**src/fwsr_pkg.sv**
```systemverilog
package fwsr_pkg;

    // ----------------------------------------------------------------
    // widths and clock
    // ----------------------------------------------------------------
    localparam int FL_ADDR_W = 18;
    localparam int FL_DATA_W = 16;
    localparam int CLK_MHZ = 100;

    // ----------------------------------------------------------------
    // flash bus timing, least times in ns
    // ----------------------------------------------------------------
    localparam int T_SETUP_NS = 10;
    localparam int T_WE_LOW_NS = 35;
    localparam int T_RD_ACC_NS = 70;
    localparam int T_RECOV_NS = 20;

    // least time rounds up, never below one cycle
    function automatic int ns_to_cyc(input int ns);
        int c;
        c = (ns * CLK_MHZ + 999) / 1000;
        return (c < 1) ? 1 : c;
    endfunction : ns_to_cyc

    localparam logic [7:0] SETUP_CYC = 8'(ns_to_cyc(T_SETUP_NS));
    localparam logic [7:0] WE_LOW_CYC = 8'(ns_to_cyc(T_WE_LOW_NS));
    localparam logic [7:0] RD_ACC_CYC = 8'(ns_to_cyc(T_RD_ACC_NS));
    localparam logic [7:0] RECOV_CYC = 8'(ns_to_cyc(T_RECOV_NS));

    // ----------------------------------------------------------------
    // register map (byte addresses) and fields
    // ----------------------------------------------------------------
    localparam logic [7:0] REG_CTRL = 8'h00;
    localparam logic [7:0] REG_ADDR = 8'h04;
    localparam logic [7:0] REG_WDATA = 8'h08;
    localparam logic [7:0] REG_RDATA = 8'h0c;
    localparam logic [7:0] REG_STATUS = 8'h10;
    localparam logic [7:0] REG_POLL = 8'h14;
    localparam int CTRL_NOWAIT = 4;
    localparam int ST_BUSY = 0;
    localparam int ST_DONE = 1;
    localparam int ST_FAIL = 2;
    localparam int ST_READY = 3;
    localparam int ST_SUSP = 4;
    localparam int ST_ERASING = 5;

    // ----------------------------------------------------------------
    // operations and flash command codes
    // ----------------------------------------------------------------
    typedef enum logic [3:0] {
        OP_READ = 4'h0, OP_RESET = 4'h1, OP_PROGRAM = 4'h2, OP_CHIP_ERASE = 4'h3,
        OP_SECTOR_ERASE = 4'h4, OP_SUSPEND = 4'h5, OP_RESUME = 4'h6,
        OP_AUTOSELECT = 4'h7, OP_POLL = 4'h8
    } fwsr_op_t;

    localparam logic [17:0] UNLOCK1_ADDR = 18'h00555;
    localparam logic [17:0] UNLOCK2_ADDR = 18'h002aa;
    localparam logic [17:0] ANY_ADDR = 18'h00000;
    localparam logic [15:0] UNLOCK1_DATA = 16'h00aa;
    localparam logic [15:0] UNLOCK2_DATA = 16'h0055;
    localparam logic [15:0] CMD_PROGRAM = 16'h00a0;
    localparam logic [15:0] CMD_ERASE_SETUP = 16'h0080;
    localparam logic [15:0] CMD_CHIP_ERASE = 16'h0010;
    localparam logic [15:0] CMD_SECTOR_ERASE = 16'h0030;
    localparam logic [15:0] CMD_AUTOSELECT = 16'h0090;
    localparam logic [15:0] CMD_RESET = 16'h00f0;
    localparam logic [15:0] CMD_SUSPEND = 16'h00b0;
    localparam logic [15:0] CMD_RESUME = 16'h0030;

    // status bit positions on the data bus
    localparam int TOGGLE1_POS = 6;
    localparam int TIMEOUT_FAIL_POS = 5;

endpackage : fwsr_pkg

```
**src/fwsr_bus_cycle.sv**
```systemverilog
`timescale 1ns/100ps

module fwsr_bus_cycle
#(
    parameter logic [7:0] SETUP_N = fwsr_pkg::SETUP_CYC,
    parameter logic [7:0] WE_N = fwsr_pkg::WE_LOW_CYC,
    parameter logic [7:0] ACC_N = fwsr_pkg::RD_ACC_CYC,
    parameter logic [7:0] RECOV_N = fwsr_pkg::RECOV_CYC
)
(
    // clock and reset
    input wire logic clk,
    input wire logic nrst,
    // cycle request
    input wire logic start,
    input wire logic wr,
    input wire logic [fwsr_pkg::FL_ADDR_W-1:0] addr,
    input wire logic [fwsr_pkg::FL_DATA_W-1:0] wdata,
    output logic done,
    output logic [fwsr_pkg::FL_DATA_W-1:0] rdata,
    // flash pins
    output logic [fwsr_pkg::FL_ADDR_W-1:0] fl_addr,
    output logic [fwsr_pkg::FL_DATA_W-1:0] fl_dq_out,
    input wire logic [fwsr_pkg::FL_DATA_W-1:0] fl_dq_in,
    output logic fl_dq_oe,
    output logic fl_ce_n,
    output logic fl_oe_n,
    output logic fl_we_n
);
    import fwsr_pkg::*;

    typedef enum {CY_IDLE, CY_SETUP, CY_STROBE, CY_RECOV} fwsr_cy_t;
    fwsr_cy_t state;
    logic [7:0] cnt;
    logic wr_q;

    // one strobed cycle: setup, strobe low, recovery with ce and data held
    always_ff @(posedge clk or negedge nrst)
    begin
        if (!nrst)
        begin
            state <= CY_IDLE;
            cnt <= 8'h00;
            wr_q <= 1'b0;
            done <= 1'b0;
            rdata <= '0;
            fl_addr <= '0;
            fl_dq_out <= '0;
            fl_dq_oe <= 1'b0;
            fl_ce_n <= 1'b1;
            fl_oe_n <= 1'b1;
            fl_we_n <= 1'b1;
        end
        else
        begin
            done <= 1'b0;
            case (state)
                CY_IDLE:
                begin
                    if (start)
                    begin
                        wr_q <= wr;
                        fl_addr <= addr;
                        fl_dq_out <= wdata;
                        fl_dq_oe <= wr;
                        fl_ce_n <= 1'b0;
                        cnt <= SETUP_N - 8'h01;
                        state <= CY_SETUP;
                    end
                end
                CY_SETUP:
                begin
                    if (cnt == 8'h00)
                    begin
                        fl_we_n <= !wr_q;
                        fl_oe_n <= wr_q;
                        cnt <= (wr_q ? WE_N : ACC_N) - 8'h01;
                        state <= CY_STROBE;
                    end
                    else
                        cnt <= cnt - 8'h01;
                end
                CY_STROBE:
                begin
                    if (cnt == 8'h00)
                    begin
                        if (!wr_q)
                            rdata <= fl_dq_in; // sampled before oe rises
                        fl_we_n <= 1'b1; // data latches on this rising edge
                        fl_oe_n <= 1'b1;
                        cnt <= RECOV_N - 8'h01;
                        state <= CY_RECOV;
                    end
                    else
                        cnt <= cnt - 8'h01;
                end
                CY_RECOV:
                begin
                    if (cnt == 8'h00)
                    begin
                        fl_ce_n <= 1'b1;
                        fl_dq_oe <= 1'b0;
                        done <= 1'b1;
                        state <= CY_IDLE;
                    end
                    else
                        cnt <= cnt - 8'h01;
                end
                default: state <= CY_IDLE;
            endcase
        end
    end

endmodule : fwsr_bus_cycle

```
**src/fwsr_host.sv**
```systemverilog
// Design decisions made here: the Wishbone register port and the placing of the registers.
`timescale 1ns/100ps

module fwsr_host
(
    // clock and reset
    input wire logic clk,
    input wire logic nrst,
    // wishbone slave
    input wire logic wb_cyc,
    input wire logic wb_stb,
    input wire logic wb_we,
    input wire logic [7:0] wb_adr,
    input wire logic [31:0] wb_dat_w,
    input wire logic [3:0] wb_sel,
    output logic [31:0] wb_dat_r,
    output logic wb_ack,
    // flash pins
    output logic [fwsr_pkg::FL_ADDR_W-1:0] fl_addr,
    output logic [fwsr_pkg::FL_DATA_W-1:0] fl_dq_out,
    input wire logic [fwsr_pkg::FL_DATA_W-1:0] fl_dq_in,
    output logic fl_dq_oe,
    output logic fl_ce_n,
    output logic fl_oe_n,
    output logic fl_we_n,
    input wire logic ready_busy_n
);
    import fwsr_pkg::*;

    // ----------------------------------------------------------------
    // declarations
    // ----------------------------------------------------------------
    typedef enum {H_IDLE, H_SEQ, H_POLL, H_FINAL, H_ABORT, H_FINISH} fwsr_state_t;
    fwsr_state_t state;
    fwsr_op_t op;
    logic nowait;
    logic [2:0] step;
    logic [1:0] phase;
    logic first_toggle_bit;
    logic in_flight;
    logic cyc_start;
    logic cyc_done;
    logic [FL_DATA_W-1:0] cyc_rdata;
    logic req_wr;
    logic [FL_ADDR_W-1:0] req_addr;
    logic [FL_DATA_W-1:0] req_data;
    logic [FL_ADDR_W-1:0] addr_reg;
    logic [FL_DATA_W-1:0] wdata_reg;
    logic [FL_DATA_W-1:0] rdata_reg;
    logic [7:0] poll_status;
    logic done_flag;
    logic fail_flag;
    logic suspended;
    logic erase_pending;
    logic set_done;
    logic set_fail;
    logic wb_req;
    logic wb_wr;
    logic go;
    logic [31:0] status_word;

    // ----------------------------------------------------------------
    // helpers
    // ----------------------------------------------------------------
    // byte-lane merge for register writes
    function automatic logic [31:0] merge(input logic [31:0] old, input logic [31:0] nw,
                                          input logic [3:0] sel);
        logic [31:0] r;
        r = old;
        for (int i = 0; i < 4; i++)
            if (sel[i])
                r[i*8 +: 8] = nw[i*8 +: 8];
        return r;
    endfunction : merge

    // index of the last bus cycle of each command sequence
    function automatic logic [2:0] last_step(input fwsr_op_t o);
        case (o)
            OP_PROGRAM, OP_AUTOSELECT: return 3'h3;
            OP_CHIP_ERASE, OP_SECTOR_ERASE: return 3'h5;
            default: return 3'h0;
        endcase
    endfunction : last_step

    // one bus cycle of a command sequence as {write, address, data}
    function automatic logic [34:0] cmd_cycle(input fwsr_op_t o, input logic [2:0] s,
                                              input logic [17:0] a, input logic [15:0] d);
        case (o)
            OP_READ: return {1'b0, a, 16'h0000};
            OP_RESET: return {1'b1, ANY_ADDR, CMD_RESET};
            OP_SUSPEND: return {1'b1, ANY_ADDR, CMD_SUSPEND};
            OP_RESUME: return {1'b1, ANY_ADDR, CMD_RESUME};
            default:
            begin
                case (s)
                    3'h0: return {1'b1, UNLOCK1_ADDR, UNLOCK1_DATA};
                    3'h1: return {1'b1, UNLOCK2_ADDR, UNLOCK2_DATA};
                    3'h2:
                    begin
                        if (o == OP_PROGRAM)
                            return {1'b1, UNLOCK1_ADDR, CMD_PROGRAM};
                        if (o == OP_AUTOSELECT)
                            return {1'b1, UNLOCK1_ADDR, CMD_AUTOSELECT};
                        return {1'b1, UNLOCK1_ADDR, CMD_ERASE_SETUP};
                    end
                    3'h3:
                    begin
                        if (o == OP_PROGRAM)
                            return {1'b1, a, d};
                        if (o == OP_AUTOSELECT)
                            return {1'b0, a, 16'h0000};
                        return {1'b1, UNLOCK1_ADDR, UNLOCK1_DATA};
                    end
                    3'h4: return {1'b1, UNLOCK2_ADDR, UNLOCK2_DATA};
                    default:
                    begin
                        if (o == OP_CHIP_ERASE)
                            return {1'b1, UNLOCK1_ADDR, CMD_CHIP_ERASE};
                        return {1'b1, a, CMD_SECTOR_ERASE};
                    end
                endcase
            end
        endcase
    endfunction : cmd_cycle

    // ----------------------------------------------------------------
    // wishbone slave
    // ----------------------------------------------------------------
    assign wb_req = wb_cyc && wb_stb;
    assign wb_wr = wb_req && wb_we && wb_ack;
    assign status_word = {26'h0000000, erase_pending, suspended, ready_busy_n,
                          fail_flag, done_flag, state != H_IDLE || set_done}; // busy until done

    // suspend only over a sector erase, resume only from suspend
    assign go = wb_wr && (wb_adr == REG_CTRL) && wb_sel[0] && (state == H_IDLE)
                && (wb_dat_w[3:0] != OP_SUSPEND || (erase_pending && !suspended))
                && (wb_dat_w[3:0] != OP_RESUME || suspended);

    // ack one cycle after the request, read data registered with it
    always_ff @(posedge clk or negedge nrst)
    begin
        if (!nrst)
        begin
            wb_ack <= 1'b0;
            wb_dat_r <= 32'h00000000;
        end
        else
        begin
            wb_ack <= wb_req && !wb_ack;
            case (wb_adr)
                REG_CTRL: wb_dat_r <= {27'h0000000, nowait, op};
                REG_ADDR: wb_dat_r <= {14'h0000, addr_reg};
                REG_WDATA: wb_dat_r <= {16'h0000, wdata_reg};
                REG_RDATA: wb_dat_r <= {16'h0000, rdata_reg};
                REG_STATUS: wb_dat_r <= status_word;
                REG_POLL: wb_dat_r <= {24'h000000, poll_status};
                default: wb_dat_r <= 32'h00000000;
            endcase
        end
    end

    // address and program data registers
    always_ff @(posedge clk or negedge nrst)
    begin
        if (!nrst)
        begin
            addr_reg <= '0;
            wdata_reg <= '0;
        end
        else if (wb_wr && wb_adr == REG_ADDR)
            addr_reg <= FL_ADDR_W'(merge({14'h0000, addr_reg}, wb_dat_w, wb_sel));
        else if (wb_wr && wb_adr == REG_WDATA)
            wdata_reg <= FL_DATA_W'(merge({16'h0000, wdata_reg}, wb_dat_w, wb_sel));
    end

    // sticky done and fail, write one to clear, a set wins
    always_ff @(posedge clk or negedge nrst)
    begin
        if (!nrst)
        begin
            done_flag <= 1'b0;
            fail_flag <= 1'b0;
        end
        else
        begin
            if (set_done)
                done_flag <= 1'b1;
            else if (wb_wr && wb_adr == REG_STATUS && wb_sel[0] && wb_dat_w[ST_DONE])
                done_flag <= 1'b0;
            if (set_fail)
                fail_flag <= 1'b1;
            else if (wb_wr && wb_adr == REG_STATUS && wb_sel[0] && wb_dat_w[ST_FAIL])
                fail_flag <= 1'b0;
        end
    end

    // ----------------------------------------------------------------
    // bus cycle request
    // ----------------------------------------------------------------
    // what the current state wants on the flash bus
    always_comb
    begin
        req_wr = 1'b0;
        req_addr = addr_reg; // status reads at the program or sector address
        req_data = '0;
        case (state)
            H_SEQ: {req_wr, req_addr, req_data} = cmd_cycle(op, step, addr_reg, wdata_reg);
            H_ABORT:
            begin
                req_wr = 1'b1;
                req_addr = ANY_ADDR;
                req_data = CMD_RESET;
            end
            default: req_wr = 1'b0;
        endcase
    end

    // launch one cycle per step and track it until done
    always_ff @(posedge clk or negedge nrst)
    begin
        if (!nrst)
        begin
            cyc_start <= 1'b0;
            in_flight <= 1'b0;
        end
        else
        begin
            cyc_start <= 1'b0;
            if (cyc_done)
                in_flight <= 1'b0;
            else if (!in_flight && (state == H_SEQ || state == H_POLL
                                    || state == H_FINAL || state == H_ABORT))
            begin
                cyc_start <= 1'b1;
                in_flight <= 1'b1;
            end
        end
    end

    // ----------------------------------------------------------------
    // sequencer
    // ----------------------------------------------------------------
    always_ff @(posedge clk or negedge nrst)
    begin
        if (!nrst)
        begin
            state <= H_IDLE;
            op <= OP_READ;
            nowait <= 1'b0;
            step <= 3'h0;
            phase <= 2'h0;
            first_toggle_bit <= 1'b0;
            rdata_reg <= '0;
            poll_status <= 8'h00;
            set_done <= 1'b0;
            set_fail <= 1'b0;
        end
        else
        begin
            set_done <= 1'b0;
            set_fail <= 1'b0;
            case (state)
                H_IDLE:
                begin
                    if (go)
                    begin
                        op <= fwsr_op_t'(wb_dat_w[3:0]);
                        nowait <= wb_dat_w[CTRL_NOWAIT];
                        step <= 3'h0;
                        phase <= 2'h0;
                        state <= (wb_dat_w[3:0] == OP_POLL) ? H_POLL : H_SEQ;
                    end
                end
                H_SEQ:
                begin
                    if (cyc_done)
                    begin
                        if (!req_wr)
                            rdata_reg <= cyc_rdata;
                        if (step != last_step(op))
                            step <= step + 3'h1;
                        else if (op == OP_AUTOSELECT)
                            state <= H_ABORT; // back to array reads
                        else if ((op == OP_PROGRAM || op == OP_CHIP_ERASE
                                  || op == OP_SECTOR_ERASE) && !nowait)
                            state <= H_POLL; // status valid at once
                        else
                            state <= H_FINISH;
                    end
                end
                H_POLL:
                begin
                    if (cyc_done)
                    begin
                        poll_status <= cyc_rdata[7:0];
                        first_toggle_bit <= cyc_rdata[TOGGLE1_POS];
                        phase <= phase + 2'h1;
                        if (phase[0])
                        begin
                            // compare the toggle bit over two reads
                            if (cyc_rdata[TOGGLE1_POS] == first_toggle_bit)
                                state <= H_FINAL;
                            else if (phase[1])
                            begin
                                set_fail <= 1'b1;
                                state <= H_ABORT; // still toggling
                            end
                            else if (!cyc_rdata[TIMEOUT_FAIL_POS])
                                phase <= 2'h0;
                        end
                    end
                end
                H_FINAL:
                begin
                    if (cyc_done)
                    begin
                        rdata_reg <= cyc_rdata; // the read after status settles
                        state <= H_FINISH;
                    end
                end
                H_ABORT:
                begin
                    if (cyc_done)
                        state <= H_FINISH;
                end
                H_FINISH:
                begin
                    set_done <= 1'b1;
                    state <= H_IDLE;
                end
                default: state <= H_IDLE;
            endcase
        end
    end

    // erase-in-progress and suspend tracking for the gate on suspend and resume
    always_ff @(posedge clk or negedge nrst)
    begin
        if (!nrst)
        begin
            suspended <= 1'b0;
            erase_pending <= 1'b0;
        end
        else if (state == H_FINISH)
        begin
            if (op == OP_SECTOR_ERASE && nowait)
                erase_pending <= 1'b1;
            else if (op == OP_POLL || op == OP_RESET || op == OP_SECTOR_ERASE)
                erase_pending <= 1'b0;
            if (op == OP_SUSPEND)
                suspended <= 1'b1;
            else if (op == OP_RESUME || op == OP_RESET)
                suspended <= 1'b0;
        end
    end

    // ----------------------------------------------------------------
    // flash bus engine
    // ----------------------------------------------------------------
    fwsr_bus_cycle u_cycle (
        .clk(clk),
        .nrst(nrst),
        .start(cyc_start),
        .wr(req_wr),
        .addr(req_addr),
        .wdata(req_data),
        .done(cyc_done),
        .rdata(cyc_rdata),
        .fl_addr(fl_addr),
        .fl_dq_out(fl_dq_out),
        .fl_dq_in(fl_dq_in),
        .fl_dq_oe(fl_dq_oe),
        .fl_ce_n(fl_ce_n),
        .fl_oe_n(fl_oe_n),
        .fl_we_n(fl_we_n)
    );

endmodule : fwsr_host

```
**config.mk**
```make
export PLATFORM = sky130hd
export DESIGN_NAME = fwsr_host
export DESIGN_NICKNAME = d
export VERILOG_FILES = /design/src/fwsr_pkg.sv /design/src/fwsr_bus_cycle.sv /design/src/fwsr_host.sv
export SDC_FILE = /design/constraint.sdc
export NUM_CORES = 1
export LEC_CHECK = 0
export BUFFER_PORTS_ARGS = -buffer_cell sky130_fd_sc_hd__buf_2
export CAP_MARGIN = 20
export CORE_AREA = 4 4 125 127
export DETAILED_ROUTE_END_ITERATION = 7
export DIE_AREA = 0 0 129 131
export GPL_TIMING_DRIVEN = 0
export PLACE_DENSITY_LB_ADDON = 0.3
export SYNTH_ARGS = -nofsm -noshare
export SYNTH_HDL_FRONTEND = slang
export SYNTH_SLANG_ARGS = --single-unit
export TNS_END_PERCENT = 1
```
**constraint.sdc**
```tcl
create_clock -name clk -period 2.34 [get_ports clk]
set_clock_uncertainty 0.05 [all_clocks]
set_input_delay 0.234 -clock clk [delete_from_list [all_inputs] [get_ports clk]]
set_output_delay 0.234 -clock clk [all_outputs]
set_load 0.01 [all_outputs]
```
; Yosys cells after proc, flatten, opt, wreduce, memory -nomap -nowiden
; Cells that the tools add are included.
[op_classes]
addsub = 4
n_mul = 0
div = 0
order_cmp = 0
n_eq_ne = 50
n_shift = 0
muxes = 107
bitwise_logic = 2
n_reduce_logical = 79
[ops]
columns = op, n
row1 = 2-to-1 mux 32 bit, 12
row2 = 2-to-1 mux 35 bit, 10
row3 = one-hot mux 35 bit (4 select lines), 2
row4 = one-hot mux 32 bit (4 select lines), 2
row5 = "== test 32 x 2 -> 1 bit, second input constant", 5
row6 = "== test 32 x 3 -> 1 bit, second input constant", 4
row7 = one-hot mux 18 bit (6 select lines), 1
row8 = zero test 32 bit, 3
row9 = "== test 32 x 1 -> 1 bit, second input constant", 2
row10 = "== test 32 x 4 -> 1 bit, second input constant", 2
row11 = one-hot mux 16 bit (2 select lines), 2
row12 = 2-to-1 mux 16 bit, 3
row13 = 2-to-1 mux 1 bit, 46
row14 = one-hot mux 18 bit (2 select lines), 1
row15 = 2-to-1 mux 8 bit, 4
row16 = one-hot mux 8 bit (4 select lines), 1
row17 = nonzero test 32 bit, 1
row18 = 2-to-1 mux 3 bit, 7
row19 = AND reduction 3 bit, 7
row20 = nonzero test 2 bit, 10
row21 = logical AND 1 bit, 19
row22 = "== test 4 x 3 -> 1 bit, second input constant", 4
row23 = "== test 8 x 4 -> 1 bit, second input constant", 2
row24 = "== test 8 x 5 -> 1 bit, second input constant", 2
row25 = other kinds (33), 90
[word_totals]
register_bits = 238
latch_bits = 0
ramBits = 0
rom_bits = 0
input_bits = 66
memories = 0

; Logic depth before layout (Yosys ltp)
; Gate-level depths: netlist of run 1.
[logic_depth]
word_depth = 17
depth_mapped = 9

; Modules after synthesis
; A second synthesis of run 1 with hierarchy kept.
[hier_totals]
hier_cells = 736
hier_area_um2 = 8336.7
[by_module_without_submodules]
columns = mod, instances, cells_per_inst, area_each_um2
row1 = fwsr_host, 1, 520, 5405.2
row2 = fwsr_bus_cycle, 1, 216, 2931.6

; Least setup slack after synthesis of run 1
; OpenSTA, ideal clock, no wires.
[synth_path]
kind = reg2reg
from = reg step[0]
to = reg rdata_reg[10]
setup_time_ns = 0.125
arrival_time_ns = 1.952
required_ns = 2.165
setup_slack_ns = 0.213
path_stages_with_launch = 9
path_cell_list = dfrtp_1 -> inv_1 -> ha_1 -> o21ba_2 -> nor2_1 -> a31oi_4 -> nor3_4 -> buf_6 -> mux2_2
[synth_between]
elab_chain_len = 7
[synth_rtl]
columns = element, line_no
row1 = start: declaration, fwsr_host.sv:37  ; logic [2:0] step;
row2 = start signal: assignment, fwsr_host.sv:281  ; step <= step + 3'h1;
row3 = == test 3 bit or == test 3 x 1 -> 1 bit (tied branches), fwsr_host.sv:95  ; case (s)
row4 = OR reduction 2 bit (no source line), -
row5 = one-hot mux 35 bit (4 select lines) (*), fwsr_host.sv:95
row6 = one-hot mux 35 bit (4 select lines) (*), fwsr_host.sv:88  ; case (o)
row7 = one-hot mux 1 bit (2 select lines) (*), fwsr_host.sv:206  ; case (state)
row8 = inequality test 2 bit (no source line) (*), -
row9 = AND reduction 4 bit (no source line) (*), -
row10 = end signal: assignment, fwsr_host.sv:279  ; rdata_reg <= cyc_rdata;
row11 = end signal: assignment, fwsr_host.sv:317  ; rdata_reg <= cyc_rdata;
row12 = end: declaration, fwsr_host.sv:49  ; logic [FL_DATA_W-1:0] rdata_reg;
; Every way passes the cells marked *; elsewhere a longest branch is shown, timed or not.
; A chain may end at the register's enable or synchronous reset.

; Final worst setup path of run 1
[layout_path]
from = reg op[0]
to = reg rdata_reg[8]
[layout_between]
elab_chain_len = 13
[layout_rtl]
columns = element, line_no
row1 = start: declaration, fwsr_host.sv:35  ; fwsr_op_t op;
row2 = start signal: assignment, fwsr_host.sv:267  ; op <= fwsr_op_t'(wb_dat_w[3:0]);
row3 = == test 4 x 3 -> 1 bit, "fwsr_host.sv:102, fwsr_host.sv:110"
row4 = 2-to-1 mux 1 bit, "fwsr_host.sv:102, fwsr_host.sv:110"
row5 = 2-to-1 mux 1 bit (on tied branches), "fwsr_host.sv:110, fwsr_host.sv:102"
row6 = 2-to-1 mux 1 bit, fwsr_host.sv:95
row7 = 2-to-1 mux 1 bit, fwsr_host.sv:88
row8 = 2-to-1 mux 1 bit, fwsr_host.sv:206
row9 = 2-to-1 mux 35 bit (on tied branches), "fwsr_host.sv:112, fwsr_host.sv:104"
row10 = 2-to-1 mux 35 bit (on tied branches), "fwsr_host.sv:110, fwsr_host.sv:102"
row11 = one-hot mux 35 bit (4 select lines), fwsr_host.sv:95
row12 = one-hot mux 35 bit (4 select lines) (*), fwsr_host.sv:88
row13 = one-hot mux 1 bit (2 select lines) (*), fwsr_host.sv:206
row14 = inequality test 2 bit (no source line) (*), -
row15 = AND reduction 4 bit (no source line) (*), -
; Every way passes the cells marked *; elsewhere a longest branch is shown, timed or not. The select of a mux whose other input is x is not followed.

==> reports/results.tsv, run 1 <==
metric	value	unit
area_growth	22.98	%
peakVddDrop	0.0005566	V
fin_crit	2.261	ns
cp_max_fo	8	
grt_pass1_wl	34.15	mm
clkLatencyLatePin	0.43	ns
die_area	16900	µm²
gp_congestion	0.9276	
avgSynthCellArea	10.94	µm²
seq_area_frac_synth	51.71	%
clk_pin_slew	0.07	ns
drt_iter0_markers	535	
clkSinkCount	164	
relSlewSlack	44.11	%
syn_area	7944	µm²
core	14420	µm²
rsz0062_at_grt	yes	
fin_area	9769	µm²
tightest_slew	0.8383	ns
synth_cell_types	71	
period_share	96.64	%
finalSetupViolCount	0	
fmax	442.2	MHz
root_buffer	clkbuf_16	
critPathKind	flop to flop	
rows	44	
rrSetupSlack	0.08	ns
end_kind	flop	
vias	6554	
numCtsBuffers	17	
vias_per_cell	6.007	
nets	971	
drv_slew	0	
ios	137	
wl_per_cell	20.42	µm
hold_class	input pin to flop	
port_buffers	107	
post-route-util	67.73	%
grt_max_degree	89	
stdcell_count	1091	
max_cap_violations	0	
htree_levels	4	
placed_cell_area	8792	µm²
yosysWarnings	0	
drc_errors	0	
status	complete, no violations	
drt-pass1-iter-count	5	
synthFlopType	dfrtp_1	
antenna_found_initial	1	
synth_edf_count	0	
dpl.hpwl	15.96	mm
drive_gt1_share	31.57	%
worstSetupStartpointType	flop	
netlist_instances	726	
overflow	0	
cp_data_arrival_time	2.53	ns
async_reset_ff_share	100.0	%
ys_seq_elements	164	
grt_util_all_layers	26.39	%
clock_path_buffers	2	
hold_viol	0	
ant_nets	0	
grt_pass1_vias	6469	
leakagePower	4.739	nW
power	10.05	mW
die-height	131	µm
placedCellCount	1031	
p_per_area	1028	nW/µm²
fp.dieW	129	µm
required	2.60	ns
initial_utilization	55.07	%
tritoncts	yes	
routed_wl	22.28	mm
[report_power, final]
part | switching (mW) | internal, mW | leakage, nW
registers | 0.463 | 3.43 | 2.16
clock network | 1.23 | 1.74 | 0.306
logic | 1.83 | 1.35 | 2.27
total | 3.53 | 6.52 | 4.74
[stage by stage]
stage	setup WS, ns	hold slack (ns)	TNS [ns]
detailed placement	-0.2047	0.2547	-3.644
global route	-0.03860	0.001567	-0.2120
floorplan	0.2135	-0.1116	0
finish	0.07863	0.004733	0
global placement	-1.287	0.3774	-209.03
CTS	0.003920	0.0006443	0
[synthesized netlist by cell type, drive strengths merged (2+ instances only)]
cell type | count | share of area, %
nor2b | 3 | 0.24
nor3 | 26 | 1.9
or3 | 4 | 0.31
dfstp | 3 | 0.99
buf | 28 | 2.4
o2111ai | 2 | 0.22
clkbuf | 24 | 1.1
a311oi | 4 | 0.44
ha | 12 | 1.9
mux2i | 20 | 2.5
o22a | 5 | 0.55
a22o | 10 | 1.1
o21ai | 52 | 3.3
nand4 | 5 | 0.39
nand2 | 58 | 2.9
nand3b | 2 | 0.19
a211o | 4 | 0.44
mux2 | 78 | 11
a22oi | 10 | 0.95
o21ba | 2 | 0.25
nor4 | 7 | 0.90
o22ai | 10 | 0.79
o21a | 2 | 0.19
a221o | 4 | 0.50
nor2 | 56 | 2.6
a21o | 7 | 0.66
inv | 19 | 0.90
a211oi | 6 | 0.57
a21oi | 21 | 1.3
and2 | 9 | 0.71
o41ai | 3 | 0.33
dfrtp | 161 | 51
o31ai | 3 | 0.28
o32ai | 3 | 0.33
o211ai | 2 | 0.19
xnor2 | 5 | 0.55
nand3 | 16 | 1.1
and3 | 5 | 0.39
nand2b | 12 | 0.95
a31oi | 5 | 0.58
[layout make-up]
| cell class | count | area, µm² |
|---|---|---|
| sequential | 164 | 4110 |
| clock inverter | 14 | 190.2 |
| antenna | 1 | 2.502 |
| timing repair buffer | 135 | 833.3 |
| tap | 184 | 230.2 |
| fill | 1058 | 4654 |
| multi-input combinational | 504 | 3600 |
| buffer | 52 | 292.8 |
| inverter | 19 | 71.32 |
| clock buffer | 18 | 439.2 |
[logic make-up (layout without fill, tap and decap cells)]
kind of cell / count (synthesis) / count (layout) / share of synthesized area [%]
AOI/OAI and AO/OA: 162 / 162 / 13.83
adders and majority gates: 13 / 13 / 2.016
other: 1 / 15 / 0.04721
DFF: 164 / 164 / 51.71
xor gates and xnor gates: 5 / 5 / 0.5512
muxes: 99 / 99 / 13.86
and+or+nand+nor: 211 / 211 / 13.51
buffers and inverters: 71 / 238 / 4.473
[worst max-delay path: stages, from the launching register on]
cell	delay [ns]
dfrtp_1	0.37
buf_6	0.13
or4_4	0.56
nand2_4	0.14
a31oi_4	0.06
nor3_4	0.17
buf_4	0.18
buf_6	0.13
mux2_2	0.35
[cell usage in the layout (no fill, tap or decap), types with 5 or more instances in the layout]
cell type      count
buf_6              5
and2_1             8
nor2_1            53
clkbuf_16         17
o21ai_0           50
buf_2            116
buf_4             17
conb_1            14
ha_1              11
nand3_1           15
o22ai_1           10
nand4_1            5
nand2b_1          12
mux2i_1           20
xnor2_1            5
a22oi_1           10
nor3_1            23
a211oi_1           6
clkbuf_1          18
a21o_1             7
a22o_1            10
nand2_1           56
dlygate4sd3_1     23
clkbuf_2           5
and3_1             5
o22a_1             5
inv_1             18
a21oi_1           19
dfrtp_1          159
mux2_2            78
[layer usage]
metal  global-route usage (%)  share of wire (%)  vias up
li1                         -                  -     2940
met1                    36.08                 42     3262
met2                    41.22                 47      294
met3                    5.163                7.2       58
met4                    11.74                3.3        0
met5                        0                  0        -
[path summary, 6_finish.rpt]
path,start,end,depth (start not counted)
setup / recovery,op[0]$_DFFE_PN0P_,rdata_reg[8]$_DFFE_PN0P_,8
hold / removal,fl_dq_in[13],u_cycle.rdata[13]$_DFFE_PN0P_,2
setup reg to reg,op[0]$_DFFE_PN0P_,rdata_reg[8]$_DFFE_PN0P_,8
hold reg to reg,in_flight$_DFFE_PN0P_,cyc_start$_DFF_PN0_,1
max in group asynchronous,nrst,u_cycle.rdata[10]$_DFFE_PN0P_,3
min in group asynchronous,nrst,u_cycle.cnt[6]$_DFFE_PN0P_,2
[timing repair]
action	CTS	global route
setup endpoints to repair	33	60
pin swaps	1	0
gates resized for setup	10	20
endpoints found under the hold margin	100	0
gates cloned	1	0
buffers inserted	3	0
hold buffers	23	0
(Power assumes the default switching activity.)
==> run 2, diff against run 1 <==
CELL_PAD_IN_SITES_DETAIL_PLACEMENT = 2   (was unset)
CELL_PAD_IN_SITES_GLOBAL_PLACEMENT = 2   (was unset)
CORE_AREA = 4 4 154 156   (was 4 4 125 127)
DIE_AREA = 0 0 158 160   (was 0 0 129 131)
==> reports/results.tsv, run 2 (synthesis gave the netlist of run 1 again) <==
metric	value	unit	change
mostFrequentLayoutCells	dfrtp_1 (159), buf_2 (116), mux2_2 (78), nand2_1 (55), nor2_1 (54)		
dp_slack	-0.3731	ns	-0.1684 ns
worstSetupStartpointType	flop		
critPathKind	flop to flop		
clkLatencyLatePin	0.44	ns	about the same
numCtsBuffers	17		unchanged
core	22370	µm²	+55%
clock_path_buffers	2		unchanged
fin_crit	2.335	ns	+0.07407 ns
p_per_area	1022	nW/µm²	-0.63%
routed_wl	26.59	mm	+19%
antenna_found_initial	0		-1
finalSetupViolCount	0		unchanged
fin_ws	0.004560	ns	-0.07407 ns
leakagePower	4.779	nW	+0.85%
dpl.hpwl	19.37	mm	+21%
grt_util_all_layers	21.68	%	-4.7 points
placed_cell_area	8922	µm²	+1.5%
nets	974		+0.31%
max_cap_violations	0		unchanged
cp_data_arrival_time	2.59	ns	+0.06 ns
rsz0062_at_grt	yes		
grtUsageMet3	3.496	%	-1.7 points
fp.dieW	158	µm	+22%
drt-pass1-iter-count	5		unchanged
port_buffers	107		unchanged
vias_per_cell	5.394		-10%
drt_iter0_markers	342		-36%
wl_per_cell	22.27	µm	+9.0%
fin_setup_tns	0	ns	unchanged
drive_gt1_share	32.12	%	+0.56 points
htree_levels	4		unchanged
ant_nets	0		unchanged
fmax	428.2	MHz	-3.2%
n_antenna_cell	0		-1
tightest_slew	0.8159	ns	-0.02238 ns
vias	6440		-1.7%
power	10.16	mW	+1.2%
use_met2	37.21	%	-4.0 points
required	2.59	ns	about the same
drv_slew	0		unchanged
hold_viol	0		unchanged
tritoncts	yes		
clkSinkCount	164		unchanged
grtUsageMet1	29.04	%	-7.0 points
period_share	99.81	%	+3.2 points
drc_errors	0		unchanged
cp_max_fo	8		unchanged
fin_area	9947	µm²	+1.8%
gp_congestion	0.8490		-8.5%
peakVddDrop	0.0004608	V	-17%
grt.busiest_layer	met2		
grt_pass1_vias	7164		+11%
hold_class	input pin to flop		
grt_pass1_wl	42.59	mm	+25%
root_buffer	clkbuf_16		
status	complete, no violations		
die-height	160	µm	+22%
relSlewSlack	45.61	%	+1.5 points
die_area	25280	µm²	+50%
rows	55		+25%
end_kind	flop		
final_common_cell	dfrtp_1		
area_growth	25.22	%	
clk_pin_slew	0.07	ns	about the same
grt_max_degree	109		+22%
overflow	0		unchanged
ios	137		unchanged
initial_utilization	35.52	%	-20 points
[run 2: cell count changes in the layout (fill, tap and decap cells not counted), moves of 2 or more]
cell and change:
clkbuf_2 +4, clkinv_8 +2, clkinv_4 -3, buf_6 -2
clkbuf_1 -5, dlygate4sd3_1 +6, inv_6 +2
[run 2: per-stage QoR]
stage	std cells	hold WS (ns)	util, %
global placement	1131	0.3691	39.73
global route	1194	0.01557	44.48
finish	1194	0.01927	44.48
detailed placement	1132	0.1477	39.89
floorplan	739	-0.1116	-
CTS	1193	0.0008669	44.24
[run 2: critical path, stage by stage (launching register included)]
cell and delay [ns]:
dfrtp_1 0.37, buf_6 0.14, nand2b_1 0.23, xnor2_1 0.35, and2_1 0.18, clkbuf_1 0.34
o32ai_1 0.17, a21oi_1 0.25, a21oi_1 0.12
[run 2: layer usage]
| metal | part of all wire [%] | vias up | wire length [µm] |
|---|---|---|---|
| met5 | 0 | - | 0 |
| met4 | 1.1 | 0 | 280 |
| li1 | - | 2931 | - |
| met1 | 44 | 3347 | 11720 |
| met2 | 51 | 134 | 13660 |
| met3 | 3.5 | 28 | 923 |
[run 2: power breakdown]
part           switching (mW)  leakage (nW)  internal, mW
registers               0.461          2.16          3.43
clock network            1.34         0.306          1.66
logic                    1.93          2.31          1.35
[run 2: area by class of cell]
type | instances | area (µm²)
Buffer | 51 | 294.0
Clock buffer | 18 | 439.2
Clock inverter | 14 | 181.4
Fill cell | 2374 | 12420
Inverter | 19 | 71.32
Multi-Input combinational cell | 504 | 3616
Sequential cell | 164 | 4110
Tap cell | 285 | 356.6
Timing Repair Buffer | 139 | 878.3
[run 2: worst paths after layout]
path	startpoint	end	slack [ns]	cells after the start
setup / recovery	op[0]$_DFFE_PN0P_	u_cycle.fl_dq_out[7]$_DFFE_PN0P_	0.005	8
hold / removal	wb_dat_w[6]	wdata_reg[6]$_DFFE_PN0P_	0.02	2
min in group asynchronous	nrst	step[1]$_DFFE_PN0P_	0.25	2
hold reg to reg	in_flight$_DFFE_PN0P_	cyc_start$_DFF_PN0_	0.39	1
setup reg to reg	op[0]$_DFFE_PN0P_	u_cycle.fl_dq_out[7]$_DFFE_PN0P_	0.005	8
max in group asynchronous	nrst	addr_reg[10]$_DFFE_PN0P_	1.09	3
[run 2: what timing repair did]
action,4_1_cts,5_1_grt
hold endpoints to repair,82,1
endpoints found under the setup margin,64,71
pin swaps,1,1
buffers inserted,2,0
hold buffers,28,1
resized for setup,19,18
gates cloned,0,0
==> run 3, diff against run 2 <==
CORE_AREA = 2 2 152 154   (was 4 4 154 156)
CTS_CLUSTER_SIZE = 12   (was unset)
DIE_AREA = 0 0 154 156   (was 0 0 158 160)
==> reports/results.tsv, run 3 (synthesis gave the netlist of run 1 again) <==
metric	value	unit	change
fp.dieW	154	µm	-2.5%
rows	55		unchanged
die_area	24020	µm²	-5.0%
mostFrequentLayoutCells	dfrtp_1 (159), buf_2 (116), mux2_2 (78), nand2_1 (55), nor2_1 (51)		
gp_congestion	0.8232		-3.0%
area_growth	24.65	%	
grt_util_all_layers	22.66	%	+0.98 points
post-route-util	44.27	%	-0.20 points
swShare	37.91	%	+1.2 points
vias	6382		-0.90%
root_buffer	clkbuf_16		
tritoncts	yes		
leakagePower	4.736	nW	-0.90%
peakVddDrop	0.0003929	V	-15%
clkSinkCount	164		unchanged
routed_wl	26.17	mm	-1.6%
grt_pass1_vias	7112		-0.73%
seq_power_share	38.9	%	+0.6 points
grtUsageMet3	3.611	%	+0.12 points
cp_data_arrival_time	2.52	ns	-0.07 ns
slowest_delay	0.38	ns	about the same
clkLatencyLatePin	0.43	ns	about the same
critPathKind	flop to flop		
crit_path_cell_trace	buf_6 -> nand2b_1 -> xnor2_1 -> and2_1 -> clkbuf_1 -> o32ai_1 -> a21oi_1 -> a21oi_1		
holdWs	0.01865	ns	-0.0006166 ns
hold_viol	0		unchanged
die-height	156	µm	-2.5%
antenna_found_initial	0		unchanged
drt-pass1-iter-count	4		-1
rsz0062_at_grt	yes		
cpMaxStageDelayCell	dfrtp_1		
clock_path_buffers	2		unchanged
hold_class	input pin to flop		
nets	969		-0.51%
port_buffers	107		unchanged
p_int	6.224	mW	-3.3%
relSlewSlack	43.70	%	-1.9 points
drv_slew	0		unchanged
initial_utilization	35.52	%	unchanged
fin_crit	2.269	ns	-0.06631 ns
use_met2	39.44	%	+2.2 points
n_antenna_cell	0		unchanged
cpMostUsedCell	a21oi_1		
core	22370	µm²	unchanged
period_share	96.97	%	-2.8 points
required	2.59	ns	about the same
grt_pass1_wl	41.75	mm	-2.0%
clk_pin_slew	0.08	ns	about the same
final_common_cell	dfrtp_1		
overflow	0		unchanged
combPwrFrac	33.1	%	+0.8 points
worstPathBufferInverterCount	2		unchanged
cp_max_fo	8		unchanged
vias_per_cell	5.368		-0.48%
clock_power_share	28.0	%	-1.5 points
fmax	440.7	MHz	+2.9%
wl_per_cell	22.01	µm	-1.1%
grt_max_degree	95		-13%
tightest_slew	0.8445	ns	+0.02859 ns
drive_gt1_share	33.30	%	+1.2 points
drt_iter0_markers	315		-7.9%
grt.busiest_layer	met2		
max_cap_violations	0		unchanged
htree_levels	4		unchanged
dpl.hpwl	19.03	mm	-1.7%
ios	137		unchanged
numCtsBuffers	17		unchanged
status	complete, no violations		
power.switching	3.799	mW	+1.9%
finalSetupViolCount	0		unchanged
end_kind	flop		
drc_errors	0		unchanged
p_per_area	1012	nW/µm²	-0.94%
ant_nets	0		unchanged
grtUsageMet1	29.06	%	about the same
n_fill_cell	2357		-0.72%
worstSetupStartpointType	flop		
cpLargestDelayFamily	compound AO/OA/AOI/OAI gates		
==> run 3: changes by cell type in the layout (fill, tap and decap cells not counted), moves of 2 or more <==
cell,delta
clkinvlp_4,+2
dlygate4sd3_1,-4
nor2_2,+3
inv_8,+3
bufinv_16,-2
nor2_1,-3
o21ai_0,-2
o21ai_1,+2
inv_6,-3
==> run 3: area by class of cell <==
type	instances	area, µm²	area share (%)
Multi-Input combinational cell	504	3650	36.86
Sequential cell	164	4110	41.51
Clock inverter	15	160.2	1.617
Inverter	19	71.32	0.7202
Timing Repair Buffer	135	838.3	8.466
Tap cell	285	356.6	3.601
Buffer	50	290.3	2.932
Clock buffer	17	425.4	4.296
==> run 3: worst reg2reg max path, stage by stage, from the launching register on <==
cell	delay (ns)
dfrtp_1	0.38
buf_6	0.13
nand2b_1	0.24
xnor2_1	0.29
and2_1	0.17
clkbuf_1	0.35
o32ai_1	0.18
a21oi_1	0.25
a21oi_1	0.10
==> run 3: path summary, 6_finish.rpt <==
| path | end | cells after the start | from | slack, ns |
|---|---|---|---|---|
| min in group asynchronous | u_cycle.fl_dq_out[1]$_DFFE_PN0P_ | 2 | nrst | 0.32 |
| worst max register to register | u_cycle.fl_dq_out[7]$_DFFE_PN0P_ | 8 | op[0]$_DFFE_PN0P_ | 0.07 |
| max in group asynchronous | wdata_reg[8]$_DFFE_PN0P_ | 3 | nrst | 1.05 |
| worst min register to register | fail_flag$_DFFE_PN0P_ | 1 | set_fail$_DFF_PN0_ | 0.40 |
| worst min-delay path | wdata_reg[11]$_DFFE_PN0P_ | 2 | wb_dat_w[11] | 0.02 |
| worst max-delay path | u_cycle.fl_dq_out[7]$_DFFE_PN0P_ | 8 | op[0]$_DFFE_PN0P_ | 0.07 |
==> run 3: per-stage QoR <==
stage	setup slack (ns)	TNS, ns	std cells	cell area (µm²)	total power [mW]
after floorplan	0.2135	0	739	7993	5.913
after global placement	-1.719	-282.78	1131	8885	6.841
after detailed placement	-0.2937	-8.428	1132	8922	7.000
after CTS	-0.04205	-0.09916	1190	9829	10.01
after global routing	-0.03672	-0.1359	1189	9902	10.71
final	0.07087	0	1189	9902	10.02
==> run 3: power groups by stage <==
stage          sequential [mW]  clock (mW)  combinational, mW
3_5_place_dp              3.94           0               3.06
2_1_floorplan             3.83           0               2.08
4_1_cts                   3.90        2.88               3.23
5_1_grt                   4.00        3.00               3.71
3_3_place_gp              3.89           0               2.95
6_report                  3.90        2.81               3.32
==> run 3: what timing repair did <==
| item | CTS | global route |
|---|---|---|
| pin swaps | 1 | 1 |
| buffers inserted | 2 | 0 |
| endpoints found under the setup margin | 62 | 75 |
| gates cloned | 0 | 0 |
| hold buffers | 25 | 0 |
| endpoints found under the hold margin | 94 | 0 |
| resized for setup | 21 | 27 |
==> run 3: layer usage <==
| layer | up-vias | part of all wire [%] | routed length, µm |
|---|---|---|---|
| met1 | 3313 | 45 | 11740 |
| met3 | 26 | 2.6 | 689 |
| met5 | - | 0 | 0 |
| met4 | 0 | 2.2 | 565 |
| li1 | 2920 | - | - |
| met2 | 123 | 50 | 13180 |
